==> src/hw/vic_pkg.sv <==
// Package of shared constants for the vectored interrupt controller
package vic_pkg;
  localparam int unsigned NUM_LINES    = 8;
  localparam logic [7:0]  CALL_OPCODE  = 8'hcd;
  // Init word one fields
  localparam int unsigned IW1_FOURTH   = 0;
  localparam int unsigned IW1_SINGLE   = 1;
  localparam int unsigned IW1_SPACING  = 2;
  localparam int unsigned IW1_LEVEL    = 3;
  localparam int unsigned IW1_TAG      = 4;
  // Init word four fields
  localparam int unsigned IW4_FAMILY   = 0;
  localparam int unsigned IW4_AUTO     = 1;
  localparam int unsigned IW4_MSEL     = 2;
  localparam int unsigned IW4_BUF      = 3;
  localparam int unsigned IW4_NEST     = 4;
  // Operation word fields
  localparam int unsigned OW2_DONE     = 5;
  localparam int unsigned OW3_SMM      = 5;
  localparam int unsigned OW3_ESMM     = 6;
  localparam int unsigned OW_SEL_BIT   = 3;
  // Register bus offsets (word index)
  localparam logic [2:0] REG_CMD       = 3'h0;
  localparam logic [2:0] REG_DATA      = 3'h1;
  localparam logic [2:0] REG_STATUS    = 3'h2;
  localparam logic [2:0] REG_VECTOR    = 3'h3;
  localparam logic [2:0] REG_ACK       = 3'h4;
  // Acknowledge pulse high width in ns, converted to cycles
  localparam int unsigned ACK_PULSE_NS = 300;
  localparam int unsigned CLK_NS       = 5;
  localparam int unsigned ACK_CYCLES   = ACK_PULSE_NS / CLK_NS;
endpackage

==> src/hw/vic_if.sv <==
// Interface joining the controller to its processor-side driver
`timescale 1ns/1ps
`default_nettype none
interface vic_if;
  logic       cs;        // Chip select, one-cycle write strobe
  logic       wr;        // Write strobe
  logic       a0;        // Address bit
  logic [7:0] wdata;     // Write data
  logic       cpu_request;
  logic       ack;       // cpu_ack_strobe, high while pulse active
  logic [7:0] rdata;     // Data bus driven by device
  logic       rdata_oe;
  modport dev (input cs, wr, a0, wdata, ack, output cpu_request, rdata, rdata_oe);
  modport cpu (output cs, wr, a0, wdata, ack, input cpu_request, rdata, rdata_oe);
endinterface
`default_nettype wire

==> src/hw/vic_device.sv <==
// Vectored interrupt controller, device end
//
// Chosen here: the Avalon-MM slave port and the placing of the registers.
`timescale 1ns/1ps
`default_nettype none
module vic_device #(
  parameter int unsigned N = vic_pkg::NUM_LINES
) (
  input  wire logic         clk_i,
  input  wire logic         nrst_i,
  vic_if.dev                bus,
  input  wire logic [N-1:0] request_lines_i,
  input  wire logic         master_pin_i,
  input  wire logic [2:0]   slave_id_in_i,
  output logic [2:0]        slave_id_out_o,
  output logic              slave_id_oe_o,
  output logic              buffer_enable_o,
  output logic [N-1:0]      pending_o,
  output logic [N-1:0]      in_service_o
);
  typedef enum logic [2:0] {
    VIC_IDLE = 3'b000, VIC_IW2 = 3'b001, VIC_IW3 = 3'b011, VIC_IW4 = 3'b010, VIC_RUN = 3'b110
  } vic_init_t;
  typedef enum logic [1:0] {
    VIC_A0 = 2'b00, VIC_A1 = 2'b01, VIC_A2 = 2'b11
  } vic_ack_t;

  vic_init_t   init_st;
  vic_ack_t    ack_st;
  logic [7:0]  iw1, iw2, iw3, iw4;
  logic [N-1:0] mask_bits, pending_request_bits, in_service_bits;
  logic        special_mask;
  logic [N-1:0] req_s1, req_s2, req_prev;
  logic [2:0]  id_s1, id_s2;
  logic        pin_s1, pin_s2, ack_s1, ack_s2, ack_prev;
  logic [2:0]  level;
  logic [2:0]  cas_id;
  logic        own_vector;
  logic [7:0]  data_out;
  logic        data_oe;

  // Two-flop synchronisers for pins
  always_ff @(posedge clk_i) begin
    req_s1 <= request_lines_i;
    req_s2 <= req_s1;
    id_s1  <= slave_id_in_i;
    id_s2  <= id_s1;
    pin_s1 <= master_pin_i;
    pin_s2 <= pin_s1;
    ack_s1 <= bus.ack;
    ack_s2 <= ack_s1;
  end

  wire write_cmd    = bus.cs & bus.wr;
  wire level_mode   = iw1[vic_pkg::IW1_LEVEL];
  wire spacing_four = iw1[vic_pkg::IW1_SPACING];
  wire two_pulse    = iw4[vic_pkg::IW4_FAMILY];
  wire auto_done    = iw4[vic_pkg::IW4_AUTO];
  wire buffered     = iw4[vic_pkg::IW4_BUF];
  wire special_nest = iw4[vic_pkg::IW4_NEST];
  wire is_master    = buffered ? iw4[vic_pkg::IW4_MSEL] : pin_s2;
  wire running      = (init_st == VIC_RUN);
  wire ack_rise     = ack_s2 & ~ack_prev;
  wire ack_fall     = ~ack_s2 & ack_prev;
  wire last_pulse   = two_pulse ? (ack_st == VIC_A1) : (ack_st == VIC_A2);

  // Edge or level request capture
  wire [N-1:0] edge_hit = level_mode ? req_s2 : (req_s2 & ~req_prev);
  // Effective in-service for priority: masked lines drop out under special mask
  wire [N-1:0] isr_eff  = special_mask ? (in_service_bits & ~mask_bits) : in_service_bits;
  wire [N-1:0] req_eff  = pending_request_bits & ~mask_bits;

  // Fully nested priority resolution, line 0 highest
  logic [2:0] req_lvl, isr_lvl;
  logic       req_any, isr_any;
  always_comb begin
    req_lvl = 3'h0;
    req_any = 1'b0;
    isr_lvl = 3'h0;
    isr_any = 1'b0;
    for (int i = N - 1; i >= 0; i--) begin
      if (req_eff[i]) begin
        req_lvl = 3'(i);
        req_any = 1'b1;
      end
      if (isr_eff[i]) begin
        isr_lvl = 3'(i);
        isr_any = 1'b1;
      end
    end
  end
  // Special nesting lets a line at the same level through (cascaded slaves)
  wire grant_ok = req_any &
                  (!isr_any | (req_lvl < isr_lvl) | (special_nest & req_lvl == isr_lvl));

  // Initialization sequence and operation words
  always_ff @(posedge clk_i) begin
    if (!nrst_i) begin
      init_st      <= VIC_IDLE;
      iw1          <= 8'h00;
      iw2          <= 8'h00;
      iw3          <= 8'h00;
      iw4          <= 8'h00;
      mask_bits    <= '0;
      special_mask <= 1'b0;
    end else if (write_cmd) begin
      if (!bus.a0 && bus.wdata[vic_pkg::IW1_TAG]) begin
        init_st   <= VIC_IW2;
        iw1       <= bus.wdata;
        iw4       <= 8'h00;
        mask_bits <= '0;
        special_mask <= 1'b0;
      end else begin
        case (init_st)
          VIC_IW2: begin
            iw2 <= bus.wdata;
            if (!iw1[vic_pkg::IW1_SINGLE]) init_st <= VIC_IW3;
            else if (iw1[vic_pkg::IW1_FOURTH]) init_st <= VIC_IW4;
            else init_st <= VIC_RUN;
          end
          VIC_IW3: begin
            iw3 <= bus.wdata;
            init_st <= iw1[vic_pkg::IW1_FOURTH] ? VIC_IW4 : VIC_RUN;
          end
          VIC_IW4: begin
            iw4 <= bus.wdata;
            init_st <= VIC_RUN;
          end
          VIC_RUN: begin
            if (bus.a0) mask_bits <= bus.wdata;
            else if (bus.wdata[vic_pkg::OW_SEL_BIT] && bus.wdata[vic_pkg::OW3_ESMM])
              special_mask <= bus.wdata[vic_pkg::OW3_SMM];
          end
          default: init_st <= VIC_IDLE;
        endcase
      end
    end
  end

  // Non-specific service-done command
  wire done_cmd = write_cmd & running & ~bus.a0 & ~bus.wdata[vic_pkg::IW1_TAG] &
                  ~bus.wdata[vic_pkg::OW_SEL_BIT] & bus.wdata[vic_pkg::OW2_DONE];
  wire [N-1:0] done_clr = (done_cmd && isr_any) ? (N'(1) << isr_lvl) : '0;
  wire [N-1:0] grant    = (ack_rise && ack_st == VIC_A0 && req_any) ? (N'(1) << req_lvl) : '0;
  wire [N-1:0] auto_clr = (ack_fall && last_pulse && auto_done) ? (N'(1) << level) : '0;

  // Pending and in-service registers; a new request wins over the grant clear
  always_ff @(posedge clk_i) begin
    if (!nrst_i) begin
      req_prev             <= '0;
      ack_prev             <= 1'b0;
      pending_request_bits <= '0;
      in_service_bits      <= '0;
    end else begin
      req_prev <= req_s2;
      ack_prev <= ack_s2;
      pending_request_bits <= running ? ((pending_request_bits & ~grant) | edge_hit) : '0;
      in_service_bits <= running ? ((in_service_bits | grant) & ~done_clr & ~auto_clr) : '0;
    end
  end

  // Acknowledge pulse counter; level latched on the first pulse
  always_ff @(posedge clk_i) begin
    if (!nrst_i) begin
      ack_st <= VIC_A0;
      level  <= 3'h0;
      cas_id <= 3'h0;
    end else if (ack_fall) begin
      case (ack_st)
        VIC_A0:  ack_st <= VIC_A1;
        VIC_A1:  ack_st <= two_pulse ? VIC_A0 : VIC_A2;
        VIC_A2:  ack_st <= VIC_A0;
        default: ack_st <= VIC_A0;
      endcase
    end else if (ack_rise && ack_st == VIC_A0) begin
      level  <= req_lvl;
      cas_id <= req_lvl;
    end
  end

  // Whether this device supplies the vector bytes
  wire slave_attached = is_master & iw3[level] & ~iw1[vic_pkg::IW1_SINGLE];
  wire slave_match    = (id_s2 == iw3[2:0]);
  assign own_vector   = iw1[vic_pkg::IW1_SINGLE] | (is_master ? ~slave_attached : slave_match);

  // Vector byte formation
  wire [7:0] low4  = {iw1[7:5], level, 2'b00};
  wire [7:0] low8  = {iw1[7:6], level, 3'b000};
  wire [7:0] low_b = spacing_four ? low4 : low8;
  wire [7:0] vec86 = {iw2[7:3], level};

  always_comb begin
    data_out = 8'h00;
    data_oe  = 1'b0;
    if (ack_s2 && running) begin
      case (ack_st)
        VIC_A0: begin
          data_out = vic_pkg::CALL_OPCODE;
          data_oe  = ~two_pulse & (is_master | iw1[vic_pkg::IW1_SINGLE]);
        end
        VIC_A1: begin
          data_out = two_pulse ? vec86 : low_b;
          data_oe  = own_vector;
        end
        VIC_A2: begin
          data_out = iw2;
          data_oe  = own_vector;
        end
        default: begin
          data_out = 8'h00;
          data_oe  = 1'b0;
        end
      endcase
    end
  end

  // Registered bus outputs
  always_ff @(posedge clk_i) begin
    if (!nrst_i) begin
      bus.rdata    <= 8'h00;
      bus.rdata_oe <= 1'b0;
      bus.cpu_request <= 1'b0;
    end else begin
      bus.rdata    <= data_out;
      bus.rdata_oe <= data_oe;
      bus.cpu_request <= running & grant_ok & (ack_st == VIC_A0);
    end
  end

  // Cascade and buffer-enable pins
  assign slave_id_out_o  = cas_id;
  assign slave_id_oe_o   = running & is_master & ~iw1[vic_pkg::IW1_SINGLE] &
                           (ack_st != VIC_A0);
  assign buffer_enable_o = buffered & bus.rdata_oe;
  assign pending_o       = pending_request_bits;
  assign in_service_o    = in_service_bits;
endmodule
`default_nettype wire

==> src/flat_wrapper.sv <==
// flat-port wrapper written by rule: the top's interface ports become plain ports
module vic_device_flat 
#(
  parameter int unsigned N = vic_pkg::NUM_LINES
)
  (clk_i, nrst_i, request_lines_i, master_pin_i, slave_id_in_i, slave_id_out_o, slave_id_oe_o, buffer_enable_o, pending_o, in_service_o, bus_cs, bus_wr, bus_a0, bus_wdata, bus_ack, bus_cpu_request, bus_rdata, bus_rdata_oe);
  vic_if bus_i ();
  input  wire logic clk_i;
  input  wire logic nrst_i;
  input  wire logic [N-1:0] request_lines_i;
  input  wire logic master_pin_i;
  input  wire logic [2:0] slave_id_in_i;
  output logic [2:0] slave_id_out_o;
  output logic slave_id_oe_o;
  output logic buffer_enable_o;
  output logic [N-1:0] pending_o;
  output logic [N-1:0] in_service_o;
  input wire logic [$bits(bus_i.cs)-1:0] bus_cs;
  input wire logic [$bits(bus_i.wr)-1:0] bus_wr;
  input wire logic [$bits(bus_i.a0)-1:0] bus_a0;
  input wire logic [$bits(bus_i.wdata)-1:0] bus_wdata;
  input wire logic [$bits(bus_i.ack)-1:0] bus_ack;
  output wire logic [$bits(bus_i.cpu_request)-1:0] bus_cpu_request;
  output wire logic [$bits(bus_i.rdata)-1:0] bus_rdata;
  output wire logic [$bits(bus_i.rdata_oe)-1:0] bus_rdata_oe;
  assign bus_i.cs = bus_cs;
  assign bus_i.wr = bus_wr;
  assign bus_i.a0 = bus_a0;
  assign bus_i.wdata = bus_wdata;
  assign bus_i.ack = bus_ack;
  assign bus_cpu_request = bus_i.cpu_request;
  assign bus_rdata = bus_i.rdata;
  assign bus_rdata_oe = bus_i.rdata_oe;
  vic_device #(.N(N)) u_core (.clk_i(clk_i), .nrst_i(nrst_i), .bus(bus_i), .request_lines_i(request_lines_i), .master_pin_i(master_pin_i), .slave_id_in_i(slave_id_in_i), .slave_id_out_o(slave_id_out_o), .slave_id_oe_o(slave_id_oe_o), .buffer_enable_o(buffer_enable_o), .pending_o(pending_o), .in_service_o(in_service_o));
endmodule
==> config.mk <==
export PLATFORM = sky130hd
export DESIGN_NAME = vic_device_flat
export DESIGN_NICKNAME = d
export VERILOG_FILES = /design/src/hw/vic_pkg.sv /design/src/hw/vic_if.sv /design/src/hw/vic_device.sv /design/src/flat_wrapper.sv
export SDC_FILE = /design/constraint.sdc
export NUM_CORES = 1
export LEC_CHECK = 0
export BUFFER_PORTS_ARGS = -buffer_cell sky130_fd_sc_hd__buf_2
export CORE_UTILIZATION = 24
export CTS_CLUSTER_DIAMETER = 40
export DETAILED_ROUTE_END_ITERATION = 12
export PLACE_DENSITY = 0.43
export SETUP_SLACK_MARGIN = 0.02
export SLEW_MARGIN = 10
export SYNTH_ARGS = -nofsm -noshare
export SYNTH_HDL_FRONTEND = slang
export SYNTH_SLANG_ARGS = --single-unit
==> constraint.sdc <==
create_clock -name clk_i -period 2.8 [get_ports clk_i]
set_clock_uncertainty 0.2 [all_clocks]
set_input_delay 0.14 -clock clk_i [delete_from_list [all_inputs] [get_ports clk_i]]
set_output_delay 0.14 -clock clk_i [all_outputs]
set_load 0.02 [all_outputs]
After elaboration in Yosys (flattened, before gate mapping)
Index checks and enable logic that the tools add are counted.
- register bits: 107
- input bits: 26
- output and inout bits: 31
- word-level logic and storage cells: 173
- order comparisons: 2
- equality and inequality tests: 10
- shift-type cells: 3
- multiplexer cells: 61
- bitwise operators: 46
- reduce and logical (&&, ||, !) cells: 27
- operators with widths (cell ; count):
    8-bit 2-to-1 mux ; 9
    3-bit 2-to-1 mux ; 19
    8-bit AND ; 6
    8-bit inverter ; 5
    1-bit 2-to-1 mux ; 24
    8-bit case mux with 3 select lines ; 1
    1-bit by 3-bit << shifter with 8-bit output, first input constant ; 3
    1-bit AND ; 19
    8-bit bitwise OR ; 2
    3-bit case mux with 4 select lines ; 1
    2-bit AND reduction ; 6
    5-bit 2-to-1 mux ; 2
    1-bit inverter ; 10
    2-bit nonzero test ; 5
    3-bit AND reduction ; 3
    1-bit logical AND ; 8
    3-bit by 2-bit equality test with 1-bit output, second input constant ; 2
    3-bit equality test ; 2
    6-bit 2-to-1 mux ; 1
    3-bit by 4-bit < comparator with 1-bit output, second input constant ; 1
    1-bit bitwise OR ; 4
    2-bit case mux with 2 select lines ; 1
    4-bit AND reduction ; 1
    1-bit binary-select mux with 3-bit select ; 1
    12 further kinds ; 13

Depth between registers and ports, before layout
- word-level depth: 17
- gate-level depth with buffers: 10
- gate-level depth less buffers: 10

Least setup slack after synthesis
OpenSTA, ideal clock, no wires.
- path kind: reg2reg
- start point: register u_core.pending_request_bits[6], in the netlist u_core.pending_o[6]
- end point: register u_core.bus.cpu_request
- library setup time: 0.064 ns
- data arrival time: 1.972 ns
- required time: 2.536 ns
- setup slack: 0.564 ns
- stages on the path, launching flop included: 10
- buffers on the path: 0
- period minus slack after synthesis: 2.236 ns
- cell sequence: dfxtp_1 nor2b_1 o211ai_1 a311oi_1 ha_1 nor2b_1 o21a_1 o21ai_0 a21oi_1 nor2_1
- longest elaborated chain between the ends: 14
- elaborated cells on any way between the ends: 23
- classes of those cells: order compare (1); eq/ne (1); mux (14); bitwise (7)
- RTL lines (element ; line ; RTL):
    start, declared ; vic_device.sv:31 ; logic [N-1:0] mask_bits, pending_request_bits, in_service_bits;
    start signal, assigned ; vic_device.sv:157 ; pending_request_bits <= running ? ((pending_request_bits & ~grant) | edge_hit) : '0;
    8-bit AND * ; vic_device.sv:71 ; wire [N-1:0] req_eff = pending_request_bits & ~mask_bits;
    3-bit 2-to-1 mux * (7 in series) ; vic_device.sv:82 ; if (req_eff[i]) begin
    via u_core.req_lvl[1] ; vic_device.sv:74 ; logic [2:0] req_lvl, isr_lvl;
    3-bit < comparator or 3-bit equality test (tied branches) ; vic_device.sv:94 ; (!isr_any | (req_lvl < isr_lvl) | (special_nest & req_lvl == isr_lvl));
    1-bit bitwise OR or 1-bit AND (tied branches) ; vic_device.sv:94 ;
    1-bit bitwise OR * ; vic_device.sv:94 ;
    1-bit AND * ; vic_device.sv:93 ; wire grant_ok = req_any &
    1-bit AND * (2 in series) ; vic_device.sv:226 ; bus.cpu_request <= running & grant_ok & (ack_st == VIC_A0);
    end signal, assigned ; vic_device.sv:226 ;
    end, declared ; vic_if.sv:13 ; modport dev (input cs, wr, a0, wdata, ack, output cpu_request, rdata, rdata_oe);
The timed path passes the listed nets; every way through them passes the cells marked *.
A chain may end at the register's enable or synchronous reset.

Final worst setup path
Same ends and word-level chain as after synthesis.

==> impl_metrics.yaml <==
status:
  status: "finished, violations left"
  violations: "DRC"
sta:
  worst_pin_slew_ns: 0.621
  setup_viol: 0
  rsz0062_at_grt: "no"
  max_freq_ghz: 0.405
  relSlewSlack_pct: 58.5
  final_max_slew_viol_count: 0
  finalCritPeriodShare_pct: 88.3
  hold_viol: 0
  finalSetupTns_ns: 0
  period_minus_slack_ns: 2.47
clocking:
  root_buffer: "clkbuf_16"
  numCtsBuffers: 9
  cts_tree: "yes"
  clock_sinks: 106
  cts-htree-levels: 3
  path_clk_slew_ns: 0.08
  clkLatencyLatePin_ns: 0.36
  cts_hold_buf: 22
  post_cts_resized: 0
  cts.path.max_buffers: 2
  postCtsSetupRepairBufs: 0
synthesis:
  yosys_warnings: 0
  synth.top_cell.area_share_pct: 47.7
  synth.area.top_cells: "dfxtp_1, nand2_1, a21boi_0, nor2b_1, a21oi_1"
  synth_flop_cell: "dfxtp_1"
  netlist-cell-type-count: 63
  syn-num-nets: 520
  ys_seq_area_share_pct: 47.7
  synth_cells: 491
  mappedNetlistArea_um2: 4450
  synthArstFlopShare_pct: 0
  yosysTopAreaCell: "dfxtp_1"
  avgSynthCellArea_um2: 9.05
  synth_seq_cells: 106
  synth_edf_count: 0
worst_setup_path:
  reg2reg_depth: 9
  ff2ff_setup_slack_ns: 0.33
  crit_type: "reg2reg"
  cp-start-kind: "register"
  worstReg2RegEnd: "u_core.bus.cpu_request"
  r2r-start: "u_core.pending_o[6]"
  cp.arrival_ns: 2.57
  cp_data_required_time_ns: 2.90
  end_kind: "register"
  path_max_fanout: 4
global_routing:
  grt_pass1_vias: 3683
  antenna_found_initial: 0
  grtUsageTotal_pct: 14.0
  grt_pass1_wl_mm: 20.6
  gr-total-overflow: 0
  grt_max_degree: 40
drt:
  avgRoutedWirePerCell_um: 16.0
  drc: 4
  vias_per_cell: 4.66
  wirelength_mm: 12.9
  ant_nets: 0
  first_pass_iters: 8
  num_vias: 3743
  drt-initial-drc-count: 248
power:
  pwr-share-comb_pct: 5.5
  leakage_nw: 2.11
  internal-power_w: 0.00233
  seq_power_share_pct: 51.0
  p_per_area_nw_per_um2: 553
  p_switching_w: 0.000735
  ir_worst_vdd_mv: 0.318
  p_sw_share_pct: 24.0
  clkPwrFrac_pct: 43.5
place:
  io_buffer_count: 56
  dpl_cell_area_um2: 5010
  gp_congestion: 0.848
  place_hpwl_mm: 9.54
final_layout:
  fin_area_um2: 5540
  multi_input_area_um2: 2160
  antenna_cells: 0
  ff_latch_area_um2: 2120
  drive_gt1_share_pct: 17.9
  syn_to_final_growth_pct: 24.7
  fin_nets: 599
  fill_cells: 1894
die:
  initial_core_util_pct: 24.6
  dieArea_um2: 19100
  die_h_um: 138
  die_w_um: 138
  ioPinCount: 57
  row_count: 49
  core-area_um2: 18100
hold_path:
  min_to: "u_core.level[2]"
  holdPathStages: 2
  min_from: "nrst_i"
  hp-class: "in2reg"
job:
  drv_cap: 0
==> placed cells by master, fill, tap and decap left out, types with 9 or more instances in the layout <==
cell / netlist / routed
buf_4: 0 / 12
nor2b_1: 25 / 25
dfxtp_1: 106 / 106
inv_1: 20 / 20
mux2i_1: 13 / 13
nor2_1: 25 / 25
and2_1: 13 / 13
a21boi_0: 26 / 26
buf_2: 4 / 56
a21oi_1: 26 / 26
nand2b_1: 14 / 14
nand2_1: 55 / 55
nand3_1: 20 / 20
o21ai_0: 23 / 23
dlygate4sd3_1: 0 / 22
nand4_1: 11 / 11
clkbuf_16: 0 / 9
==> per-stage QoR <==
| stage | hold WS (ns) | instances | total power (W) | worst slack (ns) | util [%] |
|---|---|---|---|---|---|
| 6_report | 0.0173 | 804 | 0.00307 | 0.329 | 30.7 |
| 5_1_grt | 0.0378 | 804 | 0.00320 | 0.155 | 30.7 |
| 4_1_cts | 0.0142 | 804 | 0.00311 | 0.354 | 30.7 |
| 3_5_place_dp | 0.0436 | 766 | 0.00175 | 0.370 | 27.7 |
| 3_3_place_gp | 0.0417 | 766 | 0.00175 | 0.458 | 27.7 |
| 2_1_floorplan | -0.0323 | 491 | 0.00168 | 0.564 | - |
==> layer usage <==
layer / track usage, % / vias to the layer above / wire length, um / part of all wire (%)
li1: - / 1906 / - / -
met1: 18.2 / 1772 / 6120 / 48
met2: 23.4 / 58 / 6230 / 48
met3: 2.87 / 7 / 399 / 3.1
met4: 4.38 / 0 / 113 / 0.88
met5: 0 / - / 0 / 0
==> cell usage after synthesis (3+ instances only) <==
library cell	instances
nand4_1	11
a21boi_0	26
clkbuf_1	16
buf_2	4
nand3b_1	3
xnor2_1	3
a31oi_1	8
nor4_2	3
nand2b_1	14
o221a_2	3
and2_1	13
o21ai_0	23
nor3_1	7
ha_1	3
inv_1	20
nand3_1	20
mux2i_1	13
o21ai_1	3
nand2_1	55
a211oi_1	6
a32oi_1	4
nor2_1	25
nor2b_1	25
a21oi_1	26
dfxtp_1	106
==> power groups by stage <==
stage / sequential, W / combinational, W / clock, W
floorplan: 0.00159 / 0.0000870 / 0
global placement: 0.00160 / 0.000146 / 0
detailed placement: 0.00160 / 0.000146 / 0
CTS: 0.00157 / 0.000170 / 0.00138
global route: 0.00157 / 0.000186 / 0.00144
finish: 0.00157 / 0.000169 / 0.00133
==> worst max-delay path: stages, from the launching register on <==
cell	delay, ns
dfxtp_1	0.35
nor2b_1	0.29
o211ai_1	0.20
a311oi_1	0.48
ha_1	0.33
nor2b_1	0.13
o21a_1	0.15
o21ai_0	0.14
a21oi_1	0.06
nor2_1	0.09
==> state kept, by name, indices dropped and copies added, names as in the netlist, 2 cells and up <==
signal	count
u_core.iw2	8
u_core.bus.rdata	8
u_core.init_st	3
u_core.req_s1	8
u_core.req_s2	8
u_core.iw1	7
u_core.req_prev	8
u_core.pending_o	8
u_core.iw3	8
u_core.level	3
u_core.id_s2	3
u_core.iw4	5
u_core.in_service_o	8
u_core.ack_st	2
u_core.mask_bits	8
u_core.id_s1	3
==> worst max-delay path by stage <==
stage,from,end,slack [ns],depth (start not counted)
floorplan,u_core.pending_o[6],u_core.bus.cpu_request,0.56,9
global placement,u_core.mask_bits[6],u_core.bus.cpu_request,0.46,10
detailed placement,u_core.pending_o[6],u_core.bus.cpu_request,0.37,9
CTS,u_core.init_st[1],slave_id_oe_o,0.35,5
global route,u_core.mask_bits[4],u_core.bus.cpu_request,0.15,9
finish,u_core.pending_o[6],u_core.bus.cpu_request,0.33,9
==> logic make-up (layout without fill, tap and decap cells) <==
| group | count (synthesis) | after routing | share of synthesized area (%) |
|---|---|---|---|
| AOI/OAI and AO/OA | 127 | 127 | 19.7 |
| buffers and inverters | 43 | 127 | 3.74 |
| and+or+nand+nor | 193 | 193 | 23.2 |
| xor gates and xnor gates | 4 | 4 | 0.788 |
| DFF | 106 | 106 | 47.7 |
| muxes | 15 | 15 | 3.94 |
| adders and majority gates | 3 | 3 | 0.844 |
==> layout make-up <==
cell class | count | area share (%)
Multi-Input combinational cell | 342 | 38.9
Sequential cell | 106 | 38.3
Timing Repair Buffer | 90 | 10.7
Tap cell | 229 | 5.17
Clock buffer | 9 | 4.06
Clock inverter | 7 | 1.51
Inverter | 21 | 1.42
Power figures use the tool's default switching activity.
